===== config.mk =====
export PLATFORM = sky130hd
export DESIGN_NAME = fsc_unit
export DESIGN_NICKNAME = d
export VERILOG_FILES = /design/src/verilog/fsc_pkg.sv /design/src/verilog/fsc_unit.sv
export SDC_FILE = /design/constraint.sdc
export NUM_CORES = 1
export LEC_CHECK = 0
export ABC_AREA = 1
export BUFFER_PORTS_ARGS = -buffer_cell sky130_fd_sc_hd__clkbuf_2
export CAP_MARGIN = 5
export CORE_MARGIN = 2
export CORE_UTILIZATION = 55
export CTS_CLUSTER_DIAMETER = 30
export CTS_CLUSTER_SIZE = 12
export DETAILED_ROUTE_END_ITERATION = 10
export PLACE_DENSITY = 0.76
export RECOVER_POWER = 100
export SETUP_SLACK_MARGIN = 0.1
export SLEW_MARGIN = 5
export SYNTH_ARGS = -nofsm -noshare
export SYNTH_HDL_FRONTEND = slang
export SYNTH_SLANG_ARGS = --single-unit

===== constraint.sdc =====
create_clock -name core_clk -period 4.2 [get_ports core_clk]
set_input_delay 0.42 -clock core_clk [delete_from_list [all_inputs] [get_ports core_clk]]
set_output_delay 0.42 -clock core_clk [all_outputs]
set_load 0.02 [all_outputs]

===== src/verilog/fsc_pkg.sv =====
package fsc_pkg;

	// Avalon register offsets (byte addresses)
	localparam logic [3:0] OFF_CTRL_LO  = 4'h0;  // Control word bits 31:0
	localparam logic [3:0] OFF_CTRL_HI  = 4'h4;  // Control word bits 63:32
	localparam logic [3:0] OFF_IRQ_STAT = 4'h8;  // Sticky event status
	localparam logic [3:0] OFF_IRQ_MASK = 4'hC;  // Event mask

	// Control word field positions
	localparam int TRAP_LSB   = 0;   // Trap-disable bits 5:0
	localparam int SET0_LSB   = 6;   // Main status set 18:6
	localparam int SET_W      = 13;  // Width of one status set
	localparam int RSV_LSB    = 58;  // Reserved 63:58
	localparam int RSV_W      = 6;

	// Status set field positions
	localparam int SF_FTZ     = 0;
	localparam int SF_WRE     = 1;
	localparam int SF_PC_LSB  = 2;
	localparam int SF_RC_LSB  = 4;
	localparam int SF_TD      = 6;
	localparam int SF_FLG_LSB = 7;

	// Exception order: invalid, denorm, zero divide, overflow, underflow, inexact
	localparam int EXC_INV = 0;
	localparam int EXC_DEN = 1;
	localparam int EXC_ZDV = 2;
	localparam int EXC_OVF = 3;
	localparam int EXC_UNF = 4;
	localparam int EXC_INX = 5;

	// Reset values
	localparam logic [63:0] CTRL_RST = 64'h0000_0000_0000_0000;
	localparam logic [1:0]  MASK_RST = 2'h0;

	// Rounding direction codes
	localparam logic [1:0] RC_NEAR = 2'h0;
	localparam logic [1:0] RC_DOWN = 2'h1;
	localparam logic [1:0] RC_UP   = 2'h2;
	localparam logic [1:0] RC_ZERO = 2'h3;

	// Dynamic precision codes
	localparam logic [1:0] PC_24  = 2'h0;
	localparam logic [1:0] PC_RSV = 2'h1;
	localparam logic [1:0] PC_53  = 2'h2;
	localparam logic [1:0] PC_64  = 2'h3;

	// Significand and exponent widths handed to the datapath
	localparam logic [6:0] SIG_24 = 7'h18;
	localparam logic [6:0] SIG_53 = 7'h35;
	localparam logic [6:0] SIG_64 = 7'h40;
	localparam logic [4:0] EXP_8  = 5'h08;
	localparam logic [4:0] EXP_11 = 5'h0B;
	localparam logic [4:0] EXP_15 = 5'h0F;
	localparam logic [4:0] EXP_17 = 5'h11;

	// Instruction precision classes
	typedef enum logic [1:0] {
		FSC_PS_NONE   = 2'h0,  // No suffix, uses dynamic fields
		FSC_PS_SINGLE = 2'h1,  // Single suffix
		FSC_PS_DOUBLE = 2'h2   // Double suffix
	} fsc_psfx_t;

	// Instruction issued by the datapath
	typedef struct packed {
		logic       valid;     // Instruction issues this cycle
		logic [1:0] set_sel;   // Status set suffix
		fsc_psfx_t  psfx;      // Static precision suffix
		logic       parallel;  // Paired-single instruction
		logic       nonarith;  // Non-parallel, no precision completer
	} fsc_issue_t;

	// Exception report from the datapath
	typedef struct packed {
		logic       valid;      // Instruction completes this cycle
		logic [1:0] set_sel;    // Status set it named
		logic [5:0] exc;        // Raised conditions
		logic       den_calc;   // Unnormal really entered the calculation
		logic       tiny;       // Result was tiny
	} fsc_done_t;

	// Controls applied to the datapath
	typedef struct packed {
		logic [1:0] round_direction;
		logic [6:0] sig_bits;
		logic [4:0] exp_bits;
		logic       flush_zero;
		logic       prec_rsv;
		logic [5:0] trap_off;
	} fsc_ctl_t;

	// Event summary of one completion
	typedef enum logic [1:0] {
		FSC_EV_FAULT = 2'h1,
		FSC_EV_FLAGS = 2'h2
	} fsc_ev_t;

endpackage : fsc_pkg


===== src/verilog/fsc_unit.sv =====
// Function
// - 64-bit word: traps, four sets, reserved top
// - Trap-disable bits 0-5 suppress six exceptions
// - Set controls: ftz, wre, precision, rounding, td
// - Sticky flags at set bits 7 through 12
// - Main set td bit reads zero
// - Set td forces all traps disabled
// - Denormal flag only on real calculation use
// - Faults only from executing instructions
// - Flush-to-zero only while underflow disabled
// - Enabled underflow overrides flush-to-zero
// - Flush sets underflow and inexact flags
// - Rounding field selects four directions
// - Static suffix forces 24/53 bits, 8/11/17 exponent
// - Dynamic precision 24/53/64, 15/17 exponent
// - Paired-single uses 24-bit, 8-bit exponent
// - Non-arith without suffix uses 64/17
// - Named status set controls and records
`timescale 1ns/100ps
`default_nettype none

module fsc_unit
	import fsc_pkg::*;
(
	// Clock and reset
	input  wire logic        core_clk,
	input  wire logic        rst,
	// Avalon-MM slave
	input  wire logic [3:0]  avs_address,
	input  wire logic        avs_read,
	input  wire logic        avs_write,
	input  wire logic [31:0] avs_writedata,
	input  wire logic [3:0]  avs_byteenable,
	output logic      [31:0] avs_readdata,
	output logic             avs_waitrequest,
	// Datapath side
	input  wire fsc_issue_t  issue,
	input  wire fsc_done_t   done,
	output fsc_ctl_t         ctl,
	output logic             fault,
	output logic             flush_zero_res,
	// Interrupt
	output logic             irq
);

	// Architectural word and interrupt registers
	logic [63:0] fp_status_control_reg;  // Control word
	logic [1:0]  irq_stat_reg;           // Sticky events
	logic [1:0]  irq_mask_reg;           // Event mask
	logic        ack_reg;                // Bus answer phase

	// Extract a status set
	function automatic logic [12:0] set_of(input logic [63:0] w, input logic [1:0] s);
		set_of = w[SET0_LSB + SET_W*s +: SET_W];
	endfunction : set_of

	// Effective trap disables for a set
	function automatic logic [5:0] trap_off_of(input logic [63:0] w, input logic [1:0] s);
		logic [12:0] sf;
		sf = set_of(w, s);
		if (s != 2'h0 && sf[SF_TD])
			trap_off_of = 6'h3F;
		else
			trap_off_of = w[TRAP_LSB +: 6];
	endfunction : trap_off_of

	// Readback view with reserved bits zeroed
	function automatic logic [63:0] view_of(input logic [63:0] w);
		logic [63:0] v;
		v = w;
		v[RSV_LSB +: RSV_W] = '0;
		v[SET0_LSB + SF_TD] = 1'b0;
		view_of = v;
	endfunction : view_of

	// Completion decode
	logic [12:0] done_sf;      // Named set at completion
	logic [5:0]  done_off;     // Effective disables
	logic [5:0]  done_flags;   // Flags to OR in
	logic        done_flush;   // Result flushed
	logic        done_fault;   // Enabled exception

	// Decode one completion
	always_comb begin
		done_sf    = set_of(fp_status_control_reg, done.set_sel);
		done_off   = trap_off_of(fp_status_control_reg, done.set_sel);
		done_flags = done.exc;
		// denorm only when used in calculation
		done_flags[EXC_DEN] = done.exc[EXC_DEN] & done.den_calc;
		done_flush = done.tiny & done_sf[SF_FTZ] & done_off[EXC_UNF];
		if (done.tiny && !done_flush)
			done_flags[EXC_UNF] = 1'b1;
		if (done_flush) begin
			done_flags[EXC_UNF] = 1'b1;
			done_flags[EXC_INX] = 1'b1;
		end
		done_fault = done.valid & |(done_flags & ~done_off);
	end

	// Bus decode
	logic        bus_wr;   // Write accepted
	logic [31:0] be_mask;  // Byte mask
	logic [63:0] wr_word;  // Word after bus write
	logic [63:0] fl_word;  // Flag OR pattern

	always_comb begin
		bus_wr  = avs_write & ack_reg;
		be_mask = {{8{avs_byteenable[3]}}, {8{avs_byteenable[2]}},
		           {8{avs_byteenable[1]}}, {8{avs_byteenable[0]}}};
		wr_word = fp_status_control_reg;
		if (bus_wr && avs_address == OFF_CTRL_LO)
			wr_word[31:0] = (wr_word[31:0] & ~be_mask) | (avs_writedata & be_mask);
		if (bus_wr && avs_address == OFF_CTRL_HI)
			wr_word[63:32] = (wr_word[63:32] & ~be_mask) | (avs_writedata & be_mask);
		fl_word = '0;
		// flags go to the named set
		if (done.valid)
			fl_word[SET0_LSB + SET_W*done.set_sel + SF_FLG_LSB +: 6] = done_flags;
	end

	// Control word update
	always_ff @(posedge core_clk or posedge rst) begin
		if (rst) begin
			fp_status_control_reg <= CTRL_RST;
		end else begin
			// flags OR in, set beats clear
			fp_status_control_reg <= view_of(wr_word | fl_word);
		end
	end

	// Issue-side controls
	fsc_ctl_t    ctl_next;  // Controls for next cycle
	logic [12:0] iss_sf;    // Named set at issue

	always_comb begin
		iss_sf = set_of(fp_status_control_reg, issue.set_sel);
		ctl_next = '0;
		ctl_next.round_direction = iss_sf[SF_RC_LSB +: 2];
		// Effective disables first, flush gate reads them
		ctl_next.trap_off = trap_off_of(fp_status_control_reg, issue.set_sel);
		ctl_next.flush_zero = iss_sf[SF_FTZ] & ctl_next.trap_off[EXC_UNF];
		if (issue.parallel) begin
			ctl_next.sig_bits = SIG_24;
			ctl_next.exp_bits = EXP_8;
		end else if (issue.nonarith) begin
			ctl_next.sig_bits = SIG_64;
			ctl_next.exp_bits = EXP_17;
		end else begin
			case (issue.psfx)
				FSC_PS_SINGLE: begin
					ctl_next.sig_bits = SIG_24;
					ctl_next.exp_bits = iss_sf[SF_WRE] ? EXP_17 : EXP_8;
				end
				FSC_PS_DOUBLE: begin
					ctl_next.sig_bits = SIG_53;
					ctl_next.exp_bits = iss_sf[SF_WRE] ? EXP_17 : EXP_11;
				end
				default: begin
					ctl_next.exp_bits = iss_sf[SF_WRE] ? EXP_17 : EXP_15;
					case (iss_sf[SF_PC_LSB +: 2])
						PC_24:   ctl_next.sig_bits = SIG_24;
						PC_53:   ctl_next.sig_bits = SIG_53;
						PC_64:   ctl_next.sig_bits = SIG_64;
						default: ctl_next.prec_rsv = 1'b1;
					endcase
				end
			endcase
		end
	end

	// Registered controls and completion outputs
	always_ff @(posedge core_clk or posedge rst) begin
		if (rst) begin
			ctl            <= '0;
			fault          <= 1'b0;
			flush_zero_res <= 1'b0;
		end else begin
			ctl            <= ctl_next;
			fault          <= done_fault;
			flush_zero_res <= done.valid & done_flush;
		end
	end

	// Interrupt status and mask
	always_ff @(posedge core_clk or posedge rst) begin
		if (rst) begin
			irq_stat_reg <= MASK_RST;
			irq_mask_reg <= MASK_RST;
			irq          <= 1'b0;
		end else begin
			if (bus_wr && avs_address == OFF_IRQ_STAT)
				irq_stat_reg <= (irq_stat_reg & ~avs_writedata[1:0]) |
					{done.valid & |done_flags, done_fault};
			else
				irq_stat_reg <= irq_stat_reg | {done.valid & |done_flags, done_fault};
			if (bus_wr && avs_address == OFF_IRQ_MASK)
				irq_mask_reg <= avs_writedata[1:0];
			irq <= |(irq_stat_reg & irq_mask_reg);
		end
	end

	// Avalon answer: one wait cycle, then data
	always_ff @(posedge core_clk or posedge rst) begin
		if (rst) begin
			ack_reg         <= 1'b0;
			avs_waitrequest <= 1'b1;
			avs_readdata    <= '0;
		end else begin
			ack_reg         <= (avs_read | avs_write) & ~ack_reg;
			avs_waitrequest <= ~((avs_read | avs_write) & ~ack_reg);
			case (avs_address)
				OFF_CTRL_LO:  avs_readdata <= fp_status_control_reg[31:0];
				OFF_CTRL_HI:  avs_readdata <= fp_status_control_reg[63:32];
				OFF_IRQ_STAT: avs_readdata <= {30'h0, irq_stat_reg};
				OFF_IRQ_MASK: avs_readdata <= {30'h0, irq_mask_reg};
				default:      avs_readdata <= 32'h0000_0000;
			endcase
		end
	end

	// Checks

	// main td zero
	// Stored word never keeps the main set's td bit
	chk_main_td_zero: assert property (@(posedge core_clk) disable iff (rst)
		fp_status_control_reg[SET0_LSB + SF_TD] == 1'b0)
		else $error("main td set");

	// reserved zero
	// Top six bits never hold a one
	chk_rsv_zero: assert property (@(posedge core_clk) disable iff (rst)
		fp_status_control_reg[63:58] == 6'h00)
		else $error("reserved bits set");

	// flush flags
	// A flushed result leaves underflow set in its set
	chk_flush_flags: assert property (@(posedge core_clk) disable iff (rst)
		done.valid && done_flush |=> fp_status_control_reg[SET0_LSB +
		SET_W*$past(done.set_sel) + SF_FLG_LSB + EXC_UNF])
		else $error("flush flag lost");

	// fault needs completion
	// A fault pulse always follows a completing instruction
	chk_fault_cause: assert property (@(posedge core_clk) disable iff (rst)
		fault |-> $past(done.valid))
		else $error("fault without instruction");

	// flush requires disabled underflow
	// Flushed results only where underflow was off
	chk_flush_gate: assert property (@(posedge core_clk) disable iff (rst)
		flush_zero_res |-> $past(done_off[EXC_UNF]))
		else $error("flush with underflow on");

	// paired single widths
	// Paired instructions ignore both dynamic fields
	chk_pair_width: assert property (@(posedge core_clk) disable iff (rst)
		issue.parallel |=> ctl.sig_bits == SIG_24 && ctl.exp_bits == EXP_8)
		else $error("paired width wrong");

	// non-arith widths
	// Register file precision for completer-less ops
	chk_nonarith_w: assert property (@(posedge core_clk) disable iff (rst)
		!issue.parallel && issue.nonarith |=> ctl.sig_bits == SIG_64)
		else $error("non-arith width wrong");

	// td forces disables
	// Alternate set td masks every exception
	chk_td_force: assert property (@(posedge core_clk) disable iff (rst)
		issue.set_sel != 2'h0 && iss_sf[SF_TD] |=> ctl.trap_off == 6'h3F)
		else $error("td not applied");

	// rounding passes
	// Rounding field reaches the datapath unchanged
	chk_round_pass: assert property (@(posedge core_clk) disable iff (rst)
		issue.valid |=> ctl.round_direction == $past(iss_sf[SF_RC_LSB +: 2]))
		else $error("rounding direction wrong");

	// single suffix precision
	// Single suffix forces a 24-bit significand
	chk_single_sig: assert property (@(posedge core_clk) disable iff (rst)
		!issue.parallel && !issue.nonarith && issue.psfx == FSC_PS_SINGLE
		|=> ctl.sig_bits == SIG_24)
		else $error("single precision wrong");

	// double suffix precision
	// Double suffix forces a 53-bit significand
	chk_double_sig: assert property (@(posedge core_clk) disable iff (rst)
		!issue.parallel && !issue.nonarith && issue.psfx == FSC_PS_DOUBLE
		|=> ctl.sig_bits == SIG_53)
		else $error("double precision wrong");

	// single suffix range
	// Narrow range with wide range off
	chk_single_rng: assert property (@(posedge core_clk) disable iff (rst)
		!issue.parallel && !issue.nonarith && issue.psfx == FSC_PS_SINGLE &&
		!iss_sf[SF_WRE] |=> ctl.exp_bits == EXP_8)
		else $error("single range wrong");

	// dynamic narrow range
	// No suffix and wide range off gives 15 bits
	chk_dyn_range: assert property (@(posedge core_clk) disable iff (rst)
		!issue.parallel && !issue.nonarith && issue.psfx == FSC_PS_NONE &&
		!iss_sf[SF_WRE] |=> ctl.exp_bits == EXP_15)
		else $error("dynamic range wrong");

	// dynamic wide range
	// No suffix and wide range on gives 17 bits
	chk_dyn_wide: assert property (@(posedge core_clk) disable iff (rst)
		!issue.parallel && !issue.nonarith && issue.psfx == FSC_PS_NONE &&
		iss_sf[SF_WRE] |=> ctl.exp_bits == EXP_17)
		else $error("dynamic wide range wrong");

	// reserved precision
	// Reserved code is flagged to the datapath
	chk_rsv_prec: assert property (@(posedge core_clk) disable iff (rst)
		!issue.parallel && !issue.nonarith && issue.psfx == FSC_PS_NONE &&
		iss_sf[SF_PC_LSB +: 2] == PC_RSV |=> ctl.prec_rsv)
		else $error("reserved precision missed");

	// plain trap disables
	// Without td the six word bits govern
	chk_trap_plain: assert property (@(posedge core_clk) disable iff (rst)
		issue.set_sel == 2'h0 || !iss_sf[SF_TD]
		|=> ctl.trap_off == $past(fp_status_control_reg[TRAP_LSB +: 6]))
		else $error("trap disables wrong");

	// denormal gate
	// Unused unnormal operand never raises the flag
	chk_den_gate: assert property (@(posedge core_clk) disable iff (rst)
		done.valid && !done.den_calc |-> !done_flags[EXC_DEN])
		else $error("denormal flag without use");

	// live underflow
	// Enabled underflow never yields a flushed result
	chk_unf_live: assert property (@(posedge core_clk) disable iff (rst)
		done.valid && done.tiny && !done_off[EXC_UNF] |=> !flush_zero_res)
		else $error("flush with live underflow");

	// flags land
	// Every reported flag shows up in its named set
	chk_flag_or: assert property (@(posedge core_clk) disable iff (rst)
		done.valid |=> (fp_status_control_reg & $past(fl_word)) == $past(fl_word))
		else $error("flag not recorded");

	// flush control gate
	// Flush control only with underflow disabled
	chk_ftz_ctl: assert property (@(posedge core_clk) disable iff (rst)
		ctl.flush_zero |-> ctl.trap_off[EXC_UNF])
		else $error("flush control with underflow on");

	// Main scenarios seen
	cov_flush:    cover property (@(posedge core_clk) flush_zero_res);
	cov_fault:    cover property (@(posedge core_clk) fault);
	cov_irq:      cover property (@(posedge core_clk) irq);
	cov_prec_rsv: cover property (@(posedge core_clk) ctl.prec_rsv);
	cov_unf_live: cover property (@(posedge core_clk) done.valid && done.tiny && !done_flush);

endmodule : fsc_unit

`default_nettype wire


==> flow_metrics.tcl <==
set metrics [dict create \
    place_hpwl_mm 13.5 \
    wl_per_cell_um 17.8 \
    hold_start "issue[1]" \
    rsz0062_at_grt "false" \
    cts.sinks 117 \
    path_buf_inv 3 \
    viasPerCell 5.74 \
    hold_depth 2 \
    clkLatencyLatePin_ns 0.52 \
    remaining_drc_errors 0 \
    io_buffers 117 \
    start_util_pct 55.7 \
    cp-start-kind "input port" \
    post-route-min-period_ns 3.31 \
    ys_ff_latch 117 \
    drtPass1Iterations 7 \
    yosys-mux-area-fraction_pct 0.334 \
    tightest_slew_ns 1.41 \
    vias 5938 \
    worstSetupPathType "input port to flip-flop" \
    cts_max_level 4 \
    cts-root-buf "clkbuf_8" \
    place_congestion 0.930 \
    synth_cell_types 40 \
    fin_crit_sh_pct 78.8 \
    postPlaceCellArea_um2 6670 \
    finClkSkew_ns 0.00979 \
    max-cap-violations 0 \
    postSynthAreaPerCell_um2 7.86 \
    die_y_um 108 \
    synth-xor-area-share_pct 0.272 \
    cpMostUsedCell "nand2_1" \
    largest_register_ffs 56 \
    end_kind "flip-flop" \
    die-area_um2 11700 \
    max_stage_delay_ns 0.63 \
    synth.area.top_cells "dfrtp_1, nand2_1, inv_1" \
    ant_nets 0 \
    r2r-end "fp_status_control_reg[1]$_DFF_PP0_" \
    clkTransAtPathRegs_ns 0.06 \
    antenna_found_initial 0 \
    run_status "finished clean" \
    cts_tree "done" \
    synthSimpleGateAreaFrac_pct 26.7 \
    critPathTopFamily "simple AND/OR/NAND/NOR gates" \
    worstPathArrival_ns 3.76 \
    grt_pass1_vias 5435 \
    critPathLaunch "done[8]" \
    reg2reg_slack_ns 1.99 \
    synth_compound_area_share_pct 12.8 \
    yosysWarnings 0 \
    slowest_stage "clkbuf_1" \
    drt-total-wl_mm 18.5 \
    hold_violations 0 \
    grt_max_degree 50 \
    hold_end "ctl[8]$_DFF_PP0_" \
    path_max_fanout 18 \
    numCtsBuffers 17 \
    slew_headroom_pct 5.46 \
    vdd_drop_max_uv 260 \
    setup_violations 0 \
    final.setup.tns_ns 0 \
    final_cell_area_um2 7150 \
    area_delta_synth_final_pct 19.4 \
    drive_gt1_share_pct 12.1 \
    power_density_nw_per_um2 508 \
    hold_path_class "input port to flip-flop" \
    floorplan.core_area_um2 10700 \
    reg2reg_from "ack_reg$_DFF_PP0_" \
    p_leak_nw 3.64 \
    synth_top_area_cell "dfrtp_1" \
    grt-ovfl-total 0 \
    netlist_instances 762 \
    drv_slew 0 \
    ys_seq_area_share_pct 48.9 \
    finalPower_w 0.00363 \
    cp_cell_sequence "clkbuf_1, inv_1, ha_1, nor2_1, nand2_1, nand2_1, nor2_4, nor2_2, inv_1, nor3_1, nand4_1, nand2_1" \
    cts_resized 0 \
    synth_top_family_by_area "simple AND/OR/NAND/NOR gates" \
    reg2regPathDepth 6 \
    rows 38 \
    grt_use_total_pct 32.4 \
    required_ns 4.65 \
    cts_buffer_depth 2 \
    synthAdderAreaFrac_pct 2.09 \
    grt_pass1_wl_mm 28.4 \
    die_w_um 108 \
    synth_top_area_share_pct 48.5 \
    antenna_cells 0 \
    syn_area_um2 5990 \
    drt-initial-drc-count 555 \
    io_pins 120 \
    fin_nets 953 \
    clock.fmax_mhz 302 \
    syn_nets 834 \
]
[worst max-delay path by stage]
| stage | cells past startpoint | endpoint | slack [ns] |
|---|---|---|---|
| after floorplan | 1 | async pin | 0.68 |
| after global placement | 12 | fp_status_control_reg[51]$_DFF_PP0_ | 1.05 |
| after detailed placement | 12 | fp_status_control_reg[51]$_DFF_PP0_ | 0.99 |
| after CTS | 12 | fp_status_control_reg[19]$_DFF_PP0_ | 1.52 |
| after global routing | 13 | fp_status_control_reg[17]$_DFF_PP0_ | 0.67 |
| final | 12 | fp_status_control_reg[7]$_DFF_PP0_ | 0.89 |
[what timing repair did]
item / 4_1_cts / 5_1_grt
setup buffers: 0 / 0
endpoints found under the hold margin: 29 / 0
hold buffers: 1 / 0
[synth_stat cells (all sizes together)]
library cell / number
nand2: 208
dfrtp: 116
inv: 105
nor2: 66
nand3: 65
o21ai: 62
a21oi: 28
o22ai: 24
nand4: 14
clkbuf: 13
buf: 11
ha: 10
nor3: 10
a22o: 5
o221ai: 5
a221oi: 2
a31oi: 2
mux2i: 2
nor4: 2
o2111ai: 2
o211ai: 2
or2: 2
a21o: 1
clkinv: 1
conb: 1
dfstp: 1
o21bai: 1
xnor2: 1
[kinds of logic after synthesis]
| kind of cell | Yosys count |
|---|---|
| AND/OR/NAND/NOR | 367 |
| AO/OA/AOI/OAI | 134 |
| buffers and inverters | 130 |
| flip-flops | 117 |
| adder cells (fa/ha/maj) | 10 |
| multiplexers | 2 |
| other | 1 |
| XOR/XNOR | 1 |
[power breakdown]
| group | leakage (nW) | internal [W] | switching (W) |
|---|---|---|---|
| registers | 1.40 | 0.00134 | 0.000129 |
| logic | 1.96 | 0.000222 | 0.000483 |
| clock network | 0.285 | 0.000950 | 0.000509 |
| total | 3.64 | 0.00251 | 0.00112 |
[layout make-up]
class                           instances  area (um2)
Sequential cell                       117        2930
Multi-Input combinational cell        515        2490
Inverter                              106         404
Timing Repair Buffer                  124         557
Fill cell                             952        3600
Tap cell                              140         175
Clock buffer                           24         470
Clock inverter                          8         124
[layer usage]
layer | track usage, % | part of all wire [%]
met1 | 43.1 | 41
met2 | 50.7 | 47
met3 | 7.90 | 9.4
met4 | 14.0 | 3.2
met5 | 0 | 0
[layout by cell type (no fill, tap or decap), drive strengths merged, types with 3 or more instances in the layout]
cell type  instances
a21oi             28
a22o               5
buf                3
bufinv             3
clkbuf           144
clkinv             4
clkinvlp           3
dfrtp            116
ha                10
inv              104
nand2            208
nand3             65
nand4             14
nor2              66
nor3              10
o21ai             62
o221ai             5
o22ai             24
[per-stage QoR]
| stage | cells | hold WS (ns) | worst slack, ns | utilization, % |
|---|---|---|---|---|
| 2_1_floorplan | 762 | 0.414 | 0.681 | - |
| 3_3_place_gp | 1001 | 0.418 | 1.05 | 62.1 |
| 3_5_place_dp | 1001 | 0.431 | 0.994 | 62.1 |
| 4_1_cts | 1034 | 0.0958 | 1.52 | 67.7 |
| 5_1_grt | 1034 | 0.0934 | 0.671 | 66.5 |
| 6_report | 1034 | 0.107 | 0.890 | 66.5 |
Power figures use the tool's default switching activity.
